**src/stp_gate_params.svh**
```systemverilog
// Constants for the spanning tree port state gate.
// Assumes byte addresses on a 32-bit APB, one word per register.
`ifndef STP_GATE_PARAMS_SVH
`define STP_GATE_PARAMS_SVH

// ---------------------------------------------
// Register map
// ---------------------------------------------
`define NPORTS 6
`define REG_PORT_BASE 8'h00
`define REG_HOST_SEL 8'h18
`define REG_DROP_CNT 8'h1c
`define REG_PASS_CNT 8'h20
`define REG_STATES 8'h24

// ---------------------------------------------
// Fields and reset values
// ---------------------------------------------
`define BIT_TX_EN 0
`define BIT_RX_EN 1
`define BIT_LEARN_DIS 2
`define PORT_CFG_RST 3'b011
`define HOST_SEL_RST 6'h20
`define FIFO_DEPTH 16
`define FIFO_AW 4

`endif

```
**src/stp_gate_pkg.sv**
```systemverilog
// Types for the spanning tree port state gate.
// Assumes stp_gate_params.svh is compiled alongside.
`default_nettype none
package stp_gate_pkg;
    // Frame descriptor from the lookup stage
    typedef struct packed {
        logic [2:0] src;
        logic [5:0] dest;
        logic ovr_hit;
        logic lookup;
        logic blk_ovr;
    } desc_t;
    // Per-frame verdict
    typedef struct packed {
        logic [5:0] egress;
        logic learn;
        logic drop;
    } verdict_t;
    // Per-port state bits
    typedef struct packed {
        logic learn_dis;
        logic rx_en;
        logic tx_en;
    } port_cfg_t;
    // Port state class seen by software
    typedef enum logic [1:0] {
        ST_CLOSED = 2'b00,
        ST_LEARN = 2'b01,
        ST_FWD = 2'b10,
        ST_ODD = 2'b11
    } stp_state_t;
endpackage
`default_nettype wire

```
**src/stp_gate.sv**
```systemverilog
// Descriptor FIFO and spanning tree port state gate.
// Assumes one 20 MHz clock, synchronous reset and an APB master.
//
// How it works
// - Tail-tag-enabled port is the host port
// - Three bits per port pick one state
// - Disable: no frames, no learning
// - Blocking: only port-to-host traffic, no learning
// - Listening: host traffic both ways, no learning
// - Learning: host traffic only, learning on
// - Forwarding: normal traffic and learning
// - Override-matched frames still reach host
// - Blocking override without lookup ignores transmit enable
`timescale 1ns/1ps
`include "stp_gate_params.svh"
`default_nettype none

// ---------------------------------------------
// Descriptor FIFO
// ---------------------------------------------
module desc_fifo #(
    parameter int W = 12,
    parameter int DEPTH = 16,
    parameter int AW = 4
) (
    input wire logic clk_i,
    input wire logic srst_i,
    input wire logic in_valid_i,
    output logic in_ready_o,
    input wire logic [W-1:0] in_data_i,
    output logic out_valid_o,
    input wire logic out_ready_i,
    output logic [W-1:0] out_data_o
);
    logic [W-1:0] mem [DEPTH];
    logic [AW-1:0] wr_ptr;
    logic [AW-1:0] rd_ptr;
    logic [AW:0] count;
    logic [AW:0] next_count;
    logic push;
    logic pop;
    // Flags are flops so the ports stay glitch free
    assign push = in_valid_i && in_ready_o;
    assign pop = out_valid_o && out_ready_i;
    assign next_count = count + (AW+1)'(push) - (AW+1)'(pop);
    assign out_data_o = mem[rd_ptr];
    // Storage, written only on push
    always_ff @(posedge clk_i) begin
        if (push) begin
            mem[wr_ptr] <= in_data_i;
        end
    end
    // Pointers and honest full and empty
    always_ff @(posedge clk_i) begin
        if (srst_i) begin
            wr_ptr <= '0;
            rd_ptr <= '0;
            count <= '0;
            in_ready_o <= 1'b0;
            out_valid_o <= 1'b0;
        end else begin
            wr_ptr <= wr_ptr + AW'(push);
            rd_ptr <= rd_ptr + AW'(pop);
            count <= next_count;
            in_ready_o <= next_count < (AW+1)'(DEPTH);
            out_valid_o <= next_count != '0;
        end
    end
endmodule

// ---------------------------------------------
// Port state gate, top
// ---------------------------------------------
module stp_gate
    import stp_gate_pkg::*;
(
    input wire logic clk_i,
    input wire logic srst_i,
    input wire logic psel_i,
    input wire logic penable_i,
    input wire logic pwrite_i,
    input wire logic [7:0] paddr_i,
    input wire logic [31:0] pwdata_i,
    output logic [31:0] prdata_o,
    output logic pready_o,
    output logic pslverr_o,
    input wire logic desc_valid_i,
    output logic desc_ready_o,
    input wire desc_t desc_i,
    output logic verdict_valid_o,
    input wire logic verdict_ready_i,
    output verdict_t verdict_o
);
    localparam int NP = `NPORTS;

    // Class of a port from its three bits
    function automatic stp_state_t port_state(input port_cfg_t c);
        if (c.tx_en && c.rx_en && !c.learn_dis) begin
            port_state = ST_FWD;
        end else if (!c.tx_en && !c.rx_en && !c.learn_dis) begin
            port_state = ST_LEARN;
        end else if (!c.tx_en && !c.rx_en) begin
            port_state = ST_CLOSED;
        end else begin
            port_state = ST_ODD;
        end
    endfunction

    port_cfg_t cfg [NP];
    logic [NP-1:0] host_sel;
    logic [31:0] drop_cnt;
    logic [31:0] pass_cnt;
    logic fifo_valid;
    logic fifo_pop;
    logic [$bits(desc_t)-1:0] fifo_raw;
    desc_t head;

    // ---------------------------------------------
    // Buffer in the descriptor path
    // ---------------------------------------------
    // Verdict stall reaches the source through desc_ready_o
    desc_fifo #(
        .W($bits(desc_t)),
        .DEPTH(`FIFO_DEPTH),
        .AW(`FIFO_AW)
    ) u_fifo (
        .clk_i(clk_i),
        .srst_i(srst_i),
        .in_valid_i(desc_valid_i),
        .in_ready_o(desc_ready_o),
        .in_data_i(desc_i),
        .out_valid_o(fifo_valid),
        .out_ready_i(fifo_pop),
        .out_data_o(fifo_raw)
    );
    assign head = desc_t'(fifo_raw);

    // ---------------------------------------------
    // Host port and per-port masks
    // ---------------------------------------------
    logic [NP-1:0] host_bit;
    logic [NP-1:0] tx_ok;
    logic [NP-1:0] src_bit;
    logic [NP-1:0] all_ports;
    logic [NP-1:0] fwd_mask;
    logic [NP-1:0] host_mask;
    logic [NP-1:0] next_egress;
    logic host_valid;
    logic src_valid;
    logic from_host;
    port_cfg_t src_cfg;
    logic next_learn;

    assign host_bit = host_sel & (~host_sel + NP'(1));
    assign host_valid = host_sel != '0;
    assign all_ports = {NP{1'b1}};
    assign src_valid = head.src < 3'(NP);
    assign src_bit = src_valid ? NP'(1) << head.src : '0;
    assign from_host = host_valid && (src_bit == host_bit);
    assign src_cfg = src_valid ? cfg[head.src] : port_cfg_t'(`PORT_CFG_RST);

    // transmit bit per port, host always open
    generate
        for (genvar i = 0; i < NP; i++) begin : g_txok
            assign tx_ok[i] = cfg[i].tx_en || host_bit[i];
        end
    endgenerate

    assign host_mask = head.dest & (head.blk_ovr && !head.lookup ? all_ports : tx_ok);
    assign fwd_mask = head.dest & tx_ok;

    // override match still goes to host
    always_comb begin
        next_egress = '0;
        if (!src_valid) begin
            next_egress = '0;
        end else if (from_host) begin
            next_egress = host_mask & ~src_bit;
        end else if (src_cfg.rx_en) begin
            next_egress = fwd_mask & ~src_bit;
        end else if (head.ovr_hit) begin
            next_egress = host_bit;
        end
    end

    assign next_learn = src_valid && !src_cfg.learn_dis;

    // ---------------------------------------------
    // Verdict register
    // ---------------------------------------------
    logic load;
    assign load = fifo_valid && (!verdict_valid_o || verdict_ready_i);
    assign fifo_pop = load;

    // Holds until the consumer takes it
    always_ff @(posedge clk_i) begin
        if (srst_i) begin
            verdict_valid_o <= 1'b0;
            verdict_o <= '0;
        end else if (load) begin
            verdict_valid_o <= 1'b1;
            verdict_o.egress <= next_egress;
            verdict_o.learn <= next_learn;
            verdict_o.drop <= next_egress == '0;
        end else if (verdict_ready_i) begin
            verdict_valid_o <= 1'b0;
        end
    end
    // Counters wrap, software takes differences
    always_ff @(posedge clk_i) begin
        if (srst_i) begin
            drop_cnt <= '0;
            pass_cnt <= '0;
        end else if (load) begin
            drop_cnt <= drop_cnt + 32'(next_egress == '0);
            pass_cnt <= pass_cnt + 32'(next_egress != '0);
        end
    end

    // ---------------------------------------------
    // APB slave, one wait state
    // ---------------------------------------------
    logic access;
    logic wr_en;
    logic [5:0] word;
    logic is_port;
    logic mapped;
    logic [31:0] rd_mux;
    logic [2*NP-1:0] states;

    assign access = psel_i && penable_i && !pready_o;
    assign wr_en = psel_i && penable_i && pready_o && pwrite_i && mapped;  // Lands with pready
    assign word = paddr_i[7:2];
    assign is_port = paddr_i[1:0] == 2'b00 && paddr_i < `REG_HOST_SEL;
    assign mapped = paddr_i[1:0] == 2'b00 && paddr_i <= `REG_STATES;

    // Status word of all port classes
    generate
        for (genvar i = 0; i < NP; i++) begin : g_state
            assign states[2*i+1:2*i] = port_state(cfg[i]);
        end
    endgenerate

    // Read selection
    always_comb begin
        rd_mux = '0;
        if (is_port) begin
            rd_mux = {29'h0, cfg[word[2:0]]};
        end else if (paddr_i == `REG_HOST_SEL) begin
            rd_mux = {26'h0, host_sel};
        end else if (paddr_i == `REG_DROP_CNT) begin
            rd_mux = drop_cnt;
        end else if (paddr_i == `REG_PASS_CNT) begin
            rd_mux = pass_cnt;
        end else if (paddr_i == `REG_STATES) begin
            rd_mux = {20'h0, states};
        end
    end
    generate
        for (genvar i = 0; i < NP; i++) begin : g_cfg
            always_ff @(posedge clk_i) begin
                if (srst_i) begin
                    cfg[i] <= port_cfg_t'(`PORT_CFG_RST);
                end else if (wr_en && is_port && word == 6'(i)) begin
                    cfg[i].tx_en <= pwdata_i[`BIT_TX_EN];
                    cfg[i].rx_en <= pwdata_i[`BIT_RX_EN];
                    cfg[i].learn_dis <= pwdata_i[`BIT_LEARN_DIS];
                end
            end
        end
    endgenerate
    // Host selection register
    always_ff @(posedge clk_i) begin
        if (srst_i) begin
            host_sel <= `HOST_SEL_RST;
        end else if (wr_en && paddr_i == `REG_HOST_SEL) begin
            host_sel <= pwdata_i[NP-1:0];
        end
    end
    // Answer one cycle into the access phase
    always_ff @(posedge clk_i) begin
        if (srst_i) begin
            pready_o <= 1'b0;
            pslverr_o <= 1'b0;
            prdata_o <= '0;
        end else begin
            pready_o <= access;
            pslverr_o <= access && !mapped;
            prdata_o <= access && !pwrite_i ? rd_mux : '0;
        end
    end
endmodule
`default_nettype wire

```
**config.mk**
```make
export PLATFORM = sky130hd
export DESIGN_NAME = stp_gate
export DESIGN_NICKNAME = d
export VERILOG_FILES = /design/src/stp_gate_pkg.sv /design/src/stp_gate.sv
export VERILOG_INCLUDE_DIRS = /design/src
export SDC_FILE = /design/constraint.sdc
export NUM_CORES = 1
export LEC_CHECK = 0
export BUFFER_PORTS_ARGS = -buffer_cell sky130_fd_sc_hd__buf_4
export CORE_ASPECT_RATIO = 0.7
export CORE_MARGIN = 1.5
export CORE_UTILIZATION = 55
export CTS_CLUSTER_SIZE = 10
export DETAILED_ROUTE_END_ITERATION = 6
export PLACE_DENSITY_LB_ADDON = 0.15
export SLEW_MARGIN = 20
export SYNTH_ARGS = -nofsm -noshare
export SYNTH_HDL_FRONTEND = slang
export SYNTH_HIERARCHICAL = 1
export SYNTH_SLANG_ARGS = --single-unit
```
**constraint.sdc**
```tcl
create_clock -name clk_i -period 14.9 [get_ports clk_i]
set_clock_uncertainty 0.05 [all_clocks]
set_input_delay 0.745 -clock clk_i [delete_from_list [all_inputs] [get_ports clk_i]]
set_output_delay 0.745 -clock clk_i [all_outputs]
set_load 0.03 [all_outputs]
```
# Word-level counts from Yosys, hierarchy flattened

Memory sizes are Yosys's and may differ from the RTL's. A register that Yosys moved wholly into a read port is not among the register bits.
Cells that the tools add are included.

Bits in registers: 128
Memory bits (writable): 210
Input bits: 59
Output and inout port bits: 44
Word-level logic and storage cells: 228
Memories kept: 2

$add $sub $neg: 7
Magnitude comparators: 4
Equal/unequal tests: 10
Shift-type cells: 1
Mux-type cells: 73
Bitwise operators: 26
Reductions and logical operators: 88

Memories:

| memory     | words | width | read ports | clocked after Yosys merged registers in | write ports | line            | source |
|---|---|---|---|---|---|---|---|
| u_fifo.mem | 16    | 12    | 1          | 1                                       | 1           | stp_gate.sv:35  | `logic [W-1:0] mem [DEPTH];` |
| cfg        | 6     | 3     | 8          | 0                                       | 6           | stp_gate.sv:109 | `port_cfg_t cfg [NP];` |

Operator list:

| kind                                                        | number |
|---|---|
| adder 32 x 1 -> 32 bit                                      | 2 |
| 2-to-1 mux 32 bit                                           | 2 |
| logical AND 1 bit                                           | 47 |
| 2-to-1 mux 1 bit                                            | 42 |
| 2-to-1 mux 6 bit                                            | 7 |
| 2-to-1 mux 2 bit                                            | 18 |
| bitwise AND 6 bit                                           | 5 |
| zero test 1 bit                                             | 24 |
| bitwise OR 1 bit                                            | 18 |
| == test 8 x 5 -> 1 bit (second input constant)              | 2 |
| == test 8 x 6 -> 1 bit (second input constant)              | 2 |
| == test 6 x 2 -> 1 bit (second input constant)              | 2 |
| == test 6 x 3 -> 1 bit (second input constant)              | 2 |
| zero test 6 bit                                             | 2 |
| 2-to-1 mux 12 bit                                           | 1 |
| NOT 6 bit                                                   | 2 |
| nonzero test 6 bit                                          | 2 |
| adder 4 x 1 -> 4 bit                                        | 2 |
| <= comparator 8 x 6 -> 1 bit (second input constant)        | 1 |
| less-than comparator 8 x 5 -> 1 bit (second input constant) | 1 |
| logical OR 1 bit                                            | 7 |
| adder 6 x 1 -> 6 bit (second input constant)                | 1 |
| == test 6 x 1 -> 1 bit (second input constant)              | 1 |
| == test 6 bit                                               | 1 |
| other kinds (14)                                            | 15 |

# Depth between registers and ports, before layout

Gate-level depths: netlist (run 1).

Depth after elaboration: 11
Gate-level depth with buffers: 22
Gate-level depth less buffers: 17

# Cells and area by module

The synthesis (run 1) kept the hierarchy.

By module, submodules not included:

| module    | times used | cells an instance | area each (µm²) | sequential area each (µm²) |
|---|---|---|---|---|
| desc_fifo | 1          | 359               | 8065.2          | 6065.8 |
| stp_gate  | 1          | 706               | 6274.8          | 2802.7 |

# Least setup slack after synthesis (run 1)

Ideal clock, no wire load.

Path type: register to register
Start: register u_fifo/rd_ptr[0] (netlist name)
End: register drop_cnt[24]
Setup time: 0.071 ns
Data arrival time: 5.087 ns
Required time: 14.779 ns
Setup slack: 9.692 ns
Stages on the path, launching flop included: 22
Path buffers: 5
Clock period less this slack: 5.208 ns
Path through: dfxtp_1 > buf_6 > buf_4 > mux4_2 > mux4_2 > clkbuf_1 > a211oi_1 > a21oi_1 > a211oi_1 > nor3b_4 > nor4b_2 > a211oi_2 > inv_1 > ha_1 > ha_1 > inv_1 > or4_1 > buf_2 > or3_1 > buf_6 > or3_1 > a21oi_1

RTL lines:

| what                 | line            | source |
|---|---|---|
| end signal, assigned | stp_gate.sv:215 | `drop_cnt <= drop_cnt + 32'(next_egress == '0);` |
| end, declared        | stp_gate.sv:111 | `logic [31:0] drop_cnt;` |

==> flow_summary.toml, run 1 <==
[status]
status = "completed"

[worst_setup_path]
crit_family = "simple AND/OR/NAND/NOR gates"
setup.worst_path.class = "flop to flop"
cp_slowest_stage_delay_ns = 0.70
rr_endpoint = "pass_cnt[31]"
reg2reg_depth = 16
r2r_slack_ns = 8.32
startpoint = "u_fifo/rd_ptr[0]"
worstSetupEndpointType = "flop"
r2r_start = "u_fifo/rd_ptr[0]"
crit_chain = "buf_4 > mux4_1 > mux4_2 > or3b_1 > a21oi_1 > a211oi_1 > nor3b_4 > nor4b_2 > a211oi_2 > ha_1 > nand3_1 > nor2_1 > nor4b_2 > nand3_1 > or3_1 > a21oi_1"
cp_max_fo = 50
worst-endpoint-arrival_ns = 6.98
slowest_stage = "buf_4"
crit_buf_inv = 1
crit_required_ns = 15.30
cp-start-kind = "flop"

[timing]
period_share = 0.4415
fmax_mhz = 152.0
period_minus_slack_ns = 6.578
hold_viol = 0
relSlewSlack = 0.2964
setup_viol = 0
rsz0062_at_grt = "no"
worst_pin_slew_ns = 1.055
fin_setup_tns_ns = 0
worst_slack_ns = 8.322
slew_viol_final = 0

[clocking]
h-tree-depth = 2
clockBufferDepth = 3
clkTransAtPathRegs_ns = 0.05
ctsHoldBuffers = 0
clock_latency_ns = 0.53
cts_setup_buffers = 0
cts_tree = "built"
cts_root_buf = "clkbuf_16"
post_cts_resized = 0
clkSinkCount = 338
numCtsBuffers = 39

[floorplan]
fp-row-count = 49
io_pins = 103
fp.dieW_um = 196.0
core_area_mm2 = 0.02563
chipHeight_um = 138.1
die_area_mm2 = 0.02707
start_util = 0.5596

[placed_design]
routabilityCongestion = 0.8831
portBuffers = 76
postPlaceCellArea_mm2 = 0.01527
dp_cells = 1442
place_ws_ns = 8.324
dpl.hpwl_um = 21090

[routing]
drt_iter0_markers = 1019
drc = 0
dr.pass1.iters = 7
wirelength_um = 32150
num_vias = 9020
vias_per_cell = 6.013
post_drt_wl_per_cell_um = 21.43
ant_nets = 0

[final_layout]
design_area_mm2 = 0.01637
final_core_util = 0.6389
multiInputGateArea_mm2 = 0.005171
finalNonFillerCells = 1500
drive_above_1_share = 0.1882
register_area_mm2 = 0.008871
syn2layout_area_growth_pct = 14.18
layout.nets = 1223
n_antenna_cell = 0
num-fill-cells = 1913

[power]
ir_drop_uv = 91.02
power.leakage_nw = 5.507
p_per_area_mw_per_mm2 = 142.9

[global_route]
use_met3 = 0.06367
grt_util_met2 = 0.3368
grt_pass1_vias = 8567
grt_max_degree = 67
overflow = 0
gr-usage-all-layers = 0.2454
use_met1 = 0.3913
grt_pass1_wl_um = 50630
antenna_found_initial = 1
grt-busiest-layer = "met1"

[logic_synthesis]
synth_edf_count = 210
synth_nets = 1136
synth_area_mm2 = 0.01434
yosys_warnings = 6
yosysSeqAreaShare = 0.6184
synthCells = 1065
synth_cell_types = 69
synth_ff_type = "edfxtp_1"
synthArstFlopShare = 0
syn_area_per_cell_um2 = 13.46
synth_seq_cells = 338

[min_path]
holdPathEnd = "host_sel[4]"
hold_class = "input port to flop"
hp-start = "pwdata_i[4]"
min_path_cells = 3

[flow_run]
cap_viol_max_count = 0
cell usage after synthesis, drive strengths merged, types with 14 or more instances:
cell,count,share of area
a21oi,33,0.012
a22oi,28,0.015
buf,19,0.0092
clkbuf,30,0.0079
dfxtp,128,0.18
edfxtp,210,0.44
inv,24,0.0063
mux2i,14,0.0098
mux4,65,0.11
nand2,67,0.018
nand2b,16,0.0075
nand3,30,0.010
nand4,14,0.0072
nor2,137,0.036
nor3,14,0.0052
o21ai,29,0.010
or3,17,0.0077
xnor2,19,0.012
xor2,37,0.023
power by group:
part	switching [W]	internal, W
Clock	0.000352	0.000500
Combinational	0.000245	0.000198
Sequential	0.0000225	0.00102
sequential cells by signal (all words and copies together), names as in the netlist:
| name | cells |
|---|---|
| u_fifo/mem | 192 |
| drop_cnt | 32 |
| pass_cnt | 32 |
| prdata_o | 32 |
| cfg | 18 |
| verdict_o | 8 |
| host_sel | 6 |
| u_fifo/count | 5 |
| u_fifo/rd_ptr | 4 |
| u_fifo/wr_ptr | 4 |
| pready_o | 1 |
| pslverr_o | 1 |
| u_fifo/in_ready_o | 1 |
| u_fifo/out_valid_o | 1 |
| verdict_valid_o | 1 |
tightest hold or removal path: stages:
cell and delay [ns]:
buf_4 0.08, mux2i_1 0.05, nor2_1 0.07
area by class of cell:
type / instances / area share
timing repair buffer: 95 / 0.04402
clock buffer: 56 / 0.06610
sequential: 338 / 0.5418
tap: 331 / 0.02529
clock inverter: 2 / 0.001452
inverter: 24 / 0.005502
multi-input combinational: 654 / 0.3158
cell families after synthesis:
group | count (synthesis) | synth area share
and+or+nand+nor | 366 | 0.1290
DFF | 338 | 0.6184
AOI/OAI and AO/OA | 136 | 0.06273
muxes | 84 | 0.1213
buffers and inverters | 73 | 0.02338
xor gates and xnor gates | 56 | 0.03420
adders and majority gates | 12 | 0.01099
routing by layer:
layer	vias up	share of wire
met5	-	0.00034
li1	4199	-
met2	314	0.42
met4	2	0.014
met3	44	0.086
met1	4461	0.48
worst max-delay path by stage:
stage | end | slack (ns) | cells past startpoint
floorplan | drop_cnt[24] | 9.69 | 21
global placement | pass_cnt[31] | 8.34 | 16
detailed placement | pass_cnt[31] | 8.32 | 16
CTS | pass_cnt[31] | 8.30 | 16
global route | pass_cnt[31] | 7.82 | 16
finish | pass_cnt[31] | 8.32 | 16
placed cells by master, fill, tap and decap left out, drive strengths merged, types with 3 or more instances in the layout:
cell type    n
edfxtp     210
nand2       67
a21oi       33
or2         11
mux4        65
nor4b        4
a222oi       7
and3         9
xnor2       19
xor2        37
nand3       30
nor2       137
nor2b        9
o31ai        3
mux2         5
mux2i       14
a22oi       28
a21o         4
nor3        14
clkbuf      56
nor4         9
nand4       14
inv         25
and4         6
o21ai       29
dfxtp      128
a211oi       4
nand3b       5
nor3b        4
buf         95
or4          6
or3         17
and2         5
a31oi        9
ha          11
nand2b      16
stage by stage:
stage               total power, W  hold WS [ns]
global placement          0.001498        0.4198
CTS                       0.002355        0.3913
finish                    0.002340        0.4094
global route              0.002434        0.4276
floorplan                 0.001398        0.4005
detailed placement        0.001504        0.4312
No activity file was read; power rests on OpenSTA's default activity.
==> run 2, diff against run 1 <==
Settings changed: ABC_AREA set to 1.
Clock period 14.9 ns to 5.74 ns, I/O delays scaled along.
==> flow_summary.toml, run 2 <==
[logic_synthesis]
synth_cell_types = 48
synth_area_leader_cell = "edfxtp_1"
synthCells = 1848
synth_nets = 1919
synth_ff_type = "edfxtp_1"
synth_seq_cells = 338
ys_top_cells_by_area = "edfxtp_1 (40%), dfxtp_1 (16%), nand2_1 (10%)"
synth_common_cells = "nand2_1 (442), inv_1 (290), edfxtp_1 (210), nand3_1 (200), nor2_1 (147)"
yosys_warnings = 6
synth_top_area_frac = 0.3966
synth_edf_count = 210
synth_area_mm2 = 0.01590
yosysMostFrequentCell = "nand2_1"
syn_area_per_cell_um2 = 8.603
yosysSeqAreaShare = 0.5578
synthArstFlopShare = 0

[worst_setup_path]
cp_max_fo = 15
worstSetupEndpointType = "flop"
reg2reg_depth = 29
r2r_slack_ns = 0.63
rr_endpoint = "drop_cnt[26]"
r2r_start = "u_fifo/rd_ptr[2]"
cp_slowest_stage_delay_ns = 0.52
worst-endpoint-arrival_ns = 5.47
setup.worst_path.class = "flop to flop"
slowest_stage = "clkinv_1"
cp-start-kind = "flop"
crit_top_cell = "nand2_1"
crit_required_ns = 6.11

[min_path]
hp-start = "pwrite_i"
min_path_cells = 4
holdPathEnd = "prdata_o[1]"
hold_class = "input port to flop"

[floorplan]
io_pins = 103
start_util = 0.5650
chipHeight_um = 145.3
die_area_mm2 = 0.02995
fp.dieW_um = 206.2
core_area_mm2 = 0.02814
fp-row-count = 51

[timing]
relSlewSlack = 0.3829
period_minus_slack_ns = 5.105
slew_viol_final = 0
worst_slack_ns = 0.6350
rsz0062_at_grt = "no"
hold_viol = 0
period_share = 0.8894
fmax_mhz = 195.9
worst_pin_slew_ns = 0.9235
setup_viol = 0
fin_setup_tns_ns = 0

[clocking]
clock_latency_ns = 0.55
numCtsBuffers = 39
clkSinkCount = 338
clockBufferDepth = 3
cts_tree = "built"
cts_setup_buffers = 0
h-tree-depth = 2
cts_root_buf = "clkbuf_16"
clkTransAtPathRegs_ns = 0.06

[global_route]
grt_pass1_vias = 11950
grt_pass1_wl_um = 67040
gr-usage-all-layers = 0.2959
overflow = 0
grt_max_degree = 99
antenna_found_initial = 0

[power]
pwr-share-comb = 0.275
internal_power_w = 0.004542
netSwitchingPower_w = 0.002325
p_per_area_mw_per_mm2 = 380.6
p_seq_frac = 0.397
ir_drop_uv = 260.3
clockPowerShare = 0.328
switching_share = 0.3385
power.leakage_nw = 7.392

[status]
violations = "DRC"
status = "complete, but fails checks"

[routing]
num_vias = 12990
dr.pass1.iters = 7
post_drt_wl_per_cell_um = 18.63
vias_per_cell = 5.571
wirelength_um = 43420
drt_iter0_markers = 1372
drc = 1
ant_nets = 0

[final_layout]
largest-register = "u_fifo/mem"
syn2layout_area_growth_pct = 13.48
final_common_cell = "nand2_1"
drive_above_1_share = 0.1062
num-fill-cells = 2307
layout.nets = 2006
final_cell_mix = "nand2_1 (442), inv_1 (290), edfxtp_1 (210)"
largest_reg_flops = 192

[placed_design]
place_ws_ns = 0.7811
dpl.hpwl_um = 29340
portBuffers = 76
routabilityCongestion = 0.9320

[flow_run]
cap_viol_max_count = 0
run 2: cell types whose count changed after synthesis, sizes merged, moves of 32 or more:
cell and change:
nand3 +176, mux4 -65, a21oi +48, nor3 +32
nand2 +379, o21ai +45, inv +277
run 2: worst max-delay path by stage:
stage	end	slack [ns]	startpoint
2_1_floorplan	drop_cnt[26]	1.95	u_fifo/rd_ptr[0]
4_1_cts	drop_cnt[26]	0.73	u_fifo/rd_ptr[2]
5_1_grt	drop_cnt[28]	0.16	u_fifo/rd_ptr[2]
3_5_place_dp	drop_cnt[28]	0.78	u_fifo/rd_ptr[2]
6_report	drop_cnt[26]	0.63	u_fifo/rd_ptr[2]
3_3_place_gp	drop_cnt[26]	0.81	u_fifo/rd_ptr[2]
run 2: per-stage QoR:
step	util	std cells	power, W	hold WS (ns)	area (um2)
floorplan	-	1848	0.004108	0.3359	15900
global placement	0.5990	2259	0.004581	0.3982	16860
detailed placement	0.5990	2259	0.004621	0.3960	16860
CTS	0.6411	2330	0.006864	0.001756	18040
global route	0.6411	2330	0.007229	0.01736	18040
finish	0.6411	2331	0.006867	0.02235	18040
run 2: cells by family after synthesis:
family | Yosys count | synth area share
fa+ha+maj | 12 | 0.009916
flops | 338 | 0.5578
xor+xnor | 19 | 0.01047
simple gates | 894 | 0.2492
compound gates | 216 | 0.07909
buf+inv | 369 | 0.09357
run 2: power groups by stage:
stage	clock network, W	logic, W	registers (W)
2_1_floorplan	0	0.00130	0.00281
3_3_place_gp	0	0.00181	0.00277
3_5_place_dp	0	0.00185	0.00277
4_1_cts	0.00228	0.00186	0.00272
5_1_grt	0.00238	0.00211	0.00273
6_report	0.00225	0.00189	0.00272
run 2: timing repair:
item	CTS	global route
hold endpoints to repair	5	0
hold buffers	6	0
gates resized for setup	0	0
endpoints found under the setup margin	0	0
run 2: final cells by class:
cell class | count | area [um2] | share of cell area
clock buffer | 63 | 1097 | 0.06082
clock inverter | 2 | 25.02 | 0.001387
inverter | 302 | 1136 | 0.06297
tap | 371 | 464.2 | 0.02573
timing repair buffer | 113 | 900.9 | 0.04993
antenna | 1 | 2.502 | 0.0001387
multi-input combinational | 1141 | 5543 | 0.3072
sequential | 338 | 8874 | 0.4918
run 2: critical path: cells and delay by family (launching register included):
family / cells / cell delay [ns]
XOR/XNOR: 1 / 0.18
adder cells (fa/ha/maj): 2 / 0.46
buffers and inverters: 4 / 1.09
flip-flops: 1 / 0.34
AND/OR/NAND/NOR: 22 / 2.85
run 2: per-layer routing:
layer,vias to the layer above,share of wire,track usage
met5,-,0,0
met4,0,0.017,0.06884
met2,661,0.38,0.3721
met3,61,0.14,0.09007
met1,6017,0.46,0.4845
li1,6246,-,-
==> run 3, diff against run 2 <==
Settings changed: MAX_ROUTING_LAYER set to met4, SYNTH_HIERARCHICAL 1 to unset.
==> flow_summary.toml, run 3 <==
[clocking]
h-tree-depth = 2
numCtsBuffers = 39
clkSinkCount = 338
clock_latency_ns = 0.54
cts_root_buf = "clkbuf_16"
clockBufferDepth = 3
clkTransAtPathRegs_ns = 0.06
cts_tree = "built"

[global_route]
antenna_found_initial = 0
gr-usage-all-layers = 0.2726
overflow = 0
grt_pass1_vias = 10660
grt_pass1_wl_um = 58420
grt_max_degree = 66

[final_layout]
largest-register = "u_fifo.mem"
num-fill-cells = 2221
drive_above_1_share = 0.1249
multiInputGateArea_mm2 = 0.005259
n_antenna_cell = 0
largest_reg_flops = 192
syn2layout_area_growth_pct = 14.07
final_cell_mix = "nand2_1 (283), edfxtp_1 (210), inv_1 (178)"
design_area_mm2 = 0.01725
final_common_cell = "nand2_1"
layout.nets = 1789
register_area_mm2 = 0.008871

[timing]
slew_viol_final = 0
rsz0062_at_grt = "no"
setup_viol = 0
fmax_mhz = 199.1
fin_setup_tns_ns = 0
relSlewSlack = 0.2535
period_minus_slack_ns = 5.022
whs_ns = 0.01587
period_share = 0.8750
worst_pin_slew_ns = 1.119
hold_viol = 0

[routing]
vias_per_cell = 5.573
met2_length_um = 15810
met3_length_um = 3078
top_layer_used = "met4"
ant_nets = 0
num_vias = 11670
wirelength_um = 37450
drt_iter0_markers = 1414
post_drt_wl_per_cell_um = 17.89
drc = 0
dr.pass1.iters = 5
wl_met1_um = 17960

[logic_synthesis]
synth_cell_types = 50
synth_ff_type = "edfxtp_1"
ys_top_cells_by_area = "edfxtp_1 (42%), dfxtp_1 (17%), nand2_1 (7.0%)"
synth_area_leader_cell = "edfxtp_1"
synth_common_cells = "nand2_1 (284), edfxtp_1 (210), nor2_1 (181), inv_1 (178), o21ai_0 (150)"
synthArstFlopShare = 0
syn_area_per_cell_um2 = 9.280
synth_nets = 1703
synth_edf_count = 210
yosys_warnings = 0
synth_area_mm2 = 0.01513
synth_top_area_frac = 0.4169
yosysMostFrequentCell = "nand2_1"
yosysSeqAreaShare = 0.5863
synthCells = 1630
synth_seq_cells = 338

[power]
ir_drop_uv = 268.8
p_per_area_mw_per_mm2 = 381.4
p_total_w = 0.006581
power.leakage_nw = 6.342

[worst_setup_path]
setup.worst_path.class = "flop to flop"
crit_buf_inv = 3
crit_family = "simple AND/OR/NAND/NOR gates"
r2r_start = "u_fifo.rd_ptr[0]"
cp_max_fo = 34
worstSetupEndpointType = "flop"
cp-start-kind = "flop"
worst-endpoint-arrival_ns = 5.39
startpoint = "u_fifo.rd_ptr[0]"
slowest_stage = "dfxtp_2"
cp_slowest_stage_delay_ns = 0.39
crit_required_ns = 6.10

[min_path]
hold_class = "input port to flop"
hp-start = "desc_i[0]"

[floorplan]
core_area_mm2 = 0.02690
start_util = 0.5623
io_pins = 103
fp.dieW_um = 201.2
die_area_mm2 = 0.02852
chipHeight_um = 141.8
fp-row-count = 50

[placed_design]
portBuffers = 76
routabilityCongestion = 0.9184
dpl.hpwl_um = 24640
postPlaceCellArea_mm2 = 0.01603

[status]
status = "completed"

[flow_run]
cap_viol_max_count = 0
## run 3: kinds of logic after synthesis
kind of cell	synth area share
xor gates and xnor gates	0.006948
AOI/OAI and AO/OA	0.1209
buffers and inverters	0.06866
adders and majority gates	0.01208
and+or+nand+nor	0.2051
DFF	0.5863
## run 3: layout make-up
class,instances,area share
clock buffers,54,0.06229
clock inverters,1,0.001160
inverters,193,0.04278
multi-input cells,1039,0.3048
flip-flops and latches,338,0.5141
well taps,364,0.02640
repair buffers,105,0.04844
## run 3: path summary, 6_finish.rpt
path,to,slack (ns),cells past startpoint
worst max-delay path,drop_cnt[24],0.72,32
worst min-delay path,u_fifo.mem[11][0],0.02,1
worst max register to register,drop_cnt[24],0.72,32
worst min register to register,pass_cnt[31],0.42,2
## run 3: report_power, final
part           leakage (nW)  internal [W]  switching, W
Clock                 0.530       0.00129      0.000912
Combinational          2.90      0.000525       0.00114
Sequential             2.91       0.00266     0.0000550
## run 3: stage by stage
| step | cells | util | setup WS, ns |
|---|---|---|---|
| after CTS | 2094 | 0.6406 | 0.4598 |
| after global routing | 2094 | 0.6414 | 0.04515 |
| after detailed placement | 2028 | 0.5958 | 0.4914 |
| after floorplan | 1630 | - | 1.756 |
| after global placement | 2028 | 0.5958 | 0.5969 |
| final | 2094 | 0.6414 | 0.7177 |
## run 3: timing repair
item,4_1_cts,5_1_grt
gates resized for setup,0,6
hold buffers,11,0
endpoints found under the setup margin,0,8
setup buffers,0,0
hold endpoints to repair,115,0
## run 3: metal layers
metal	vias to the layer above	track usage
met5	-	-
met4	0	0.06441
met3	47	0.04823
met2	455	0.3821
met1	5434	0.4109
li1	5734	-
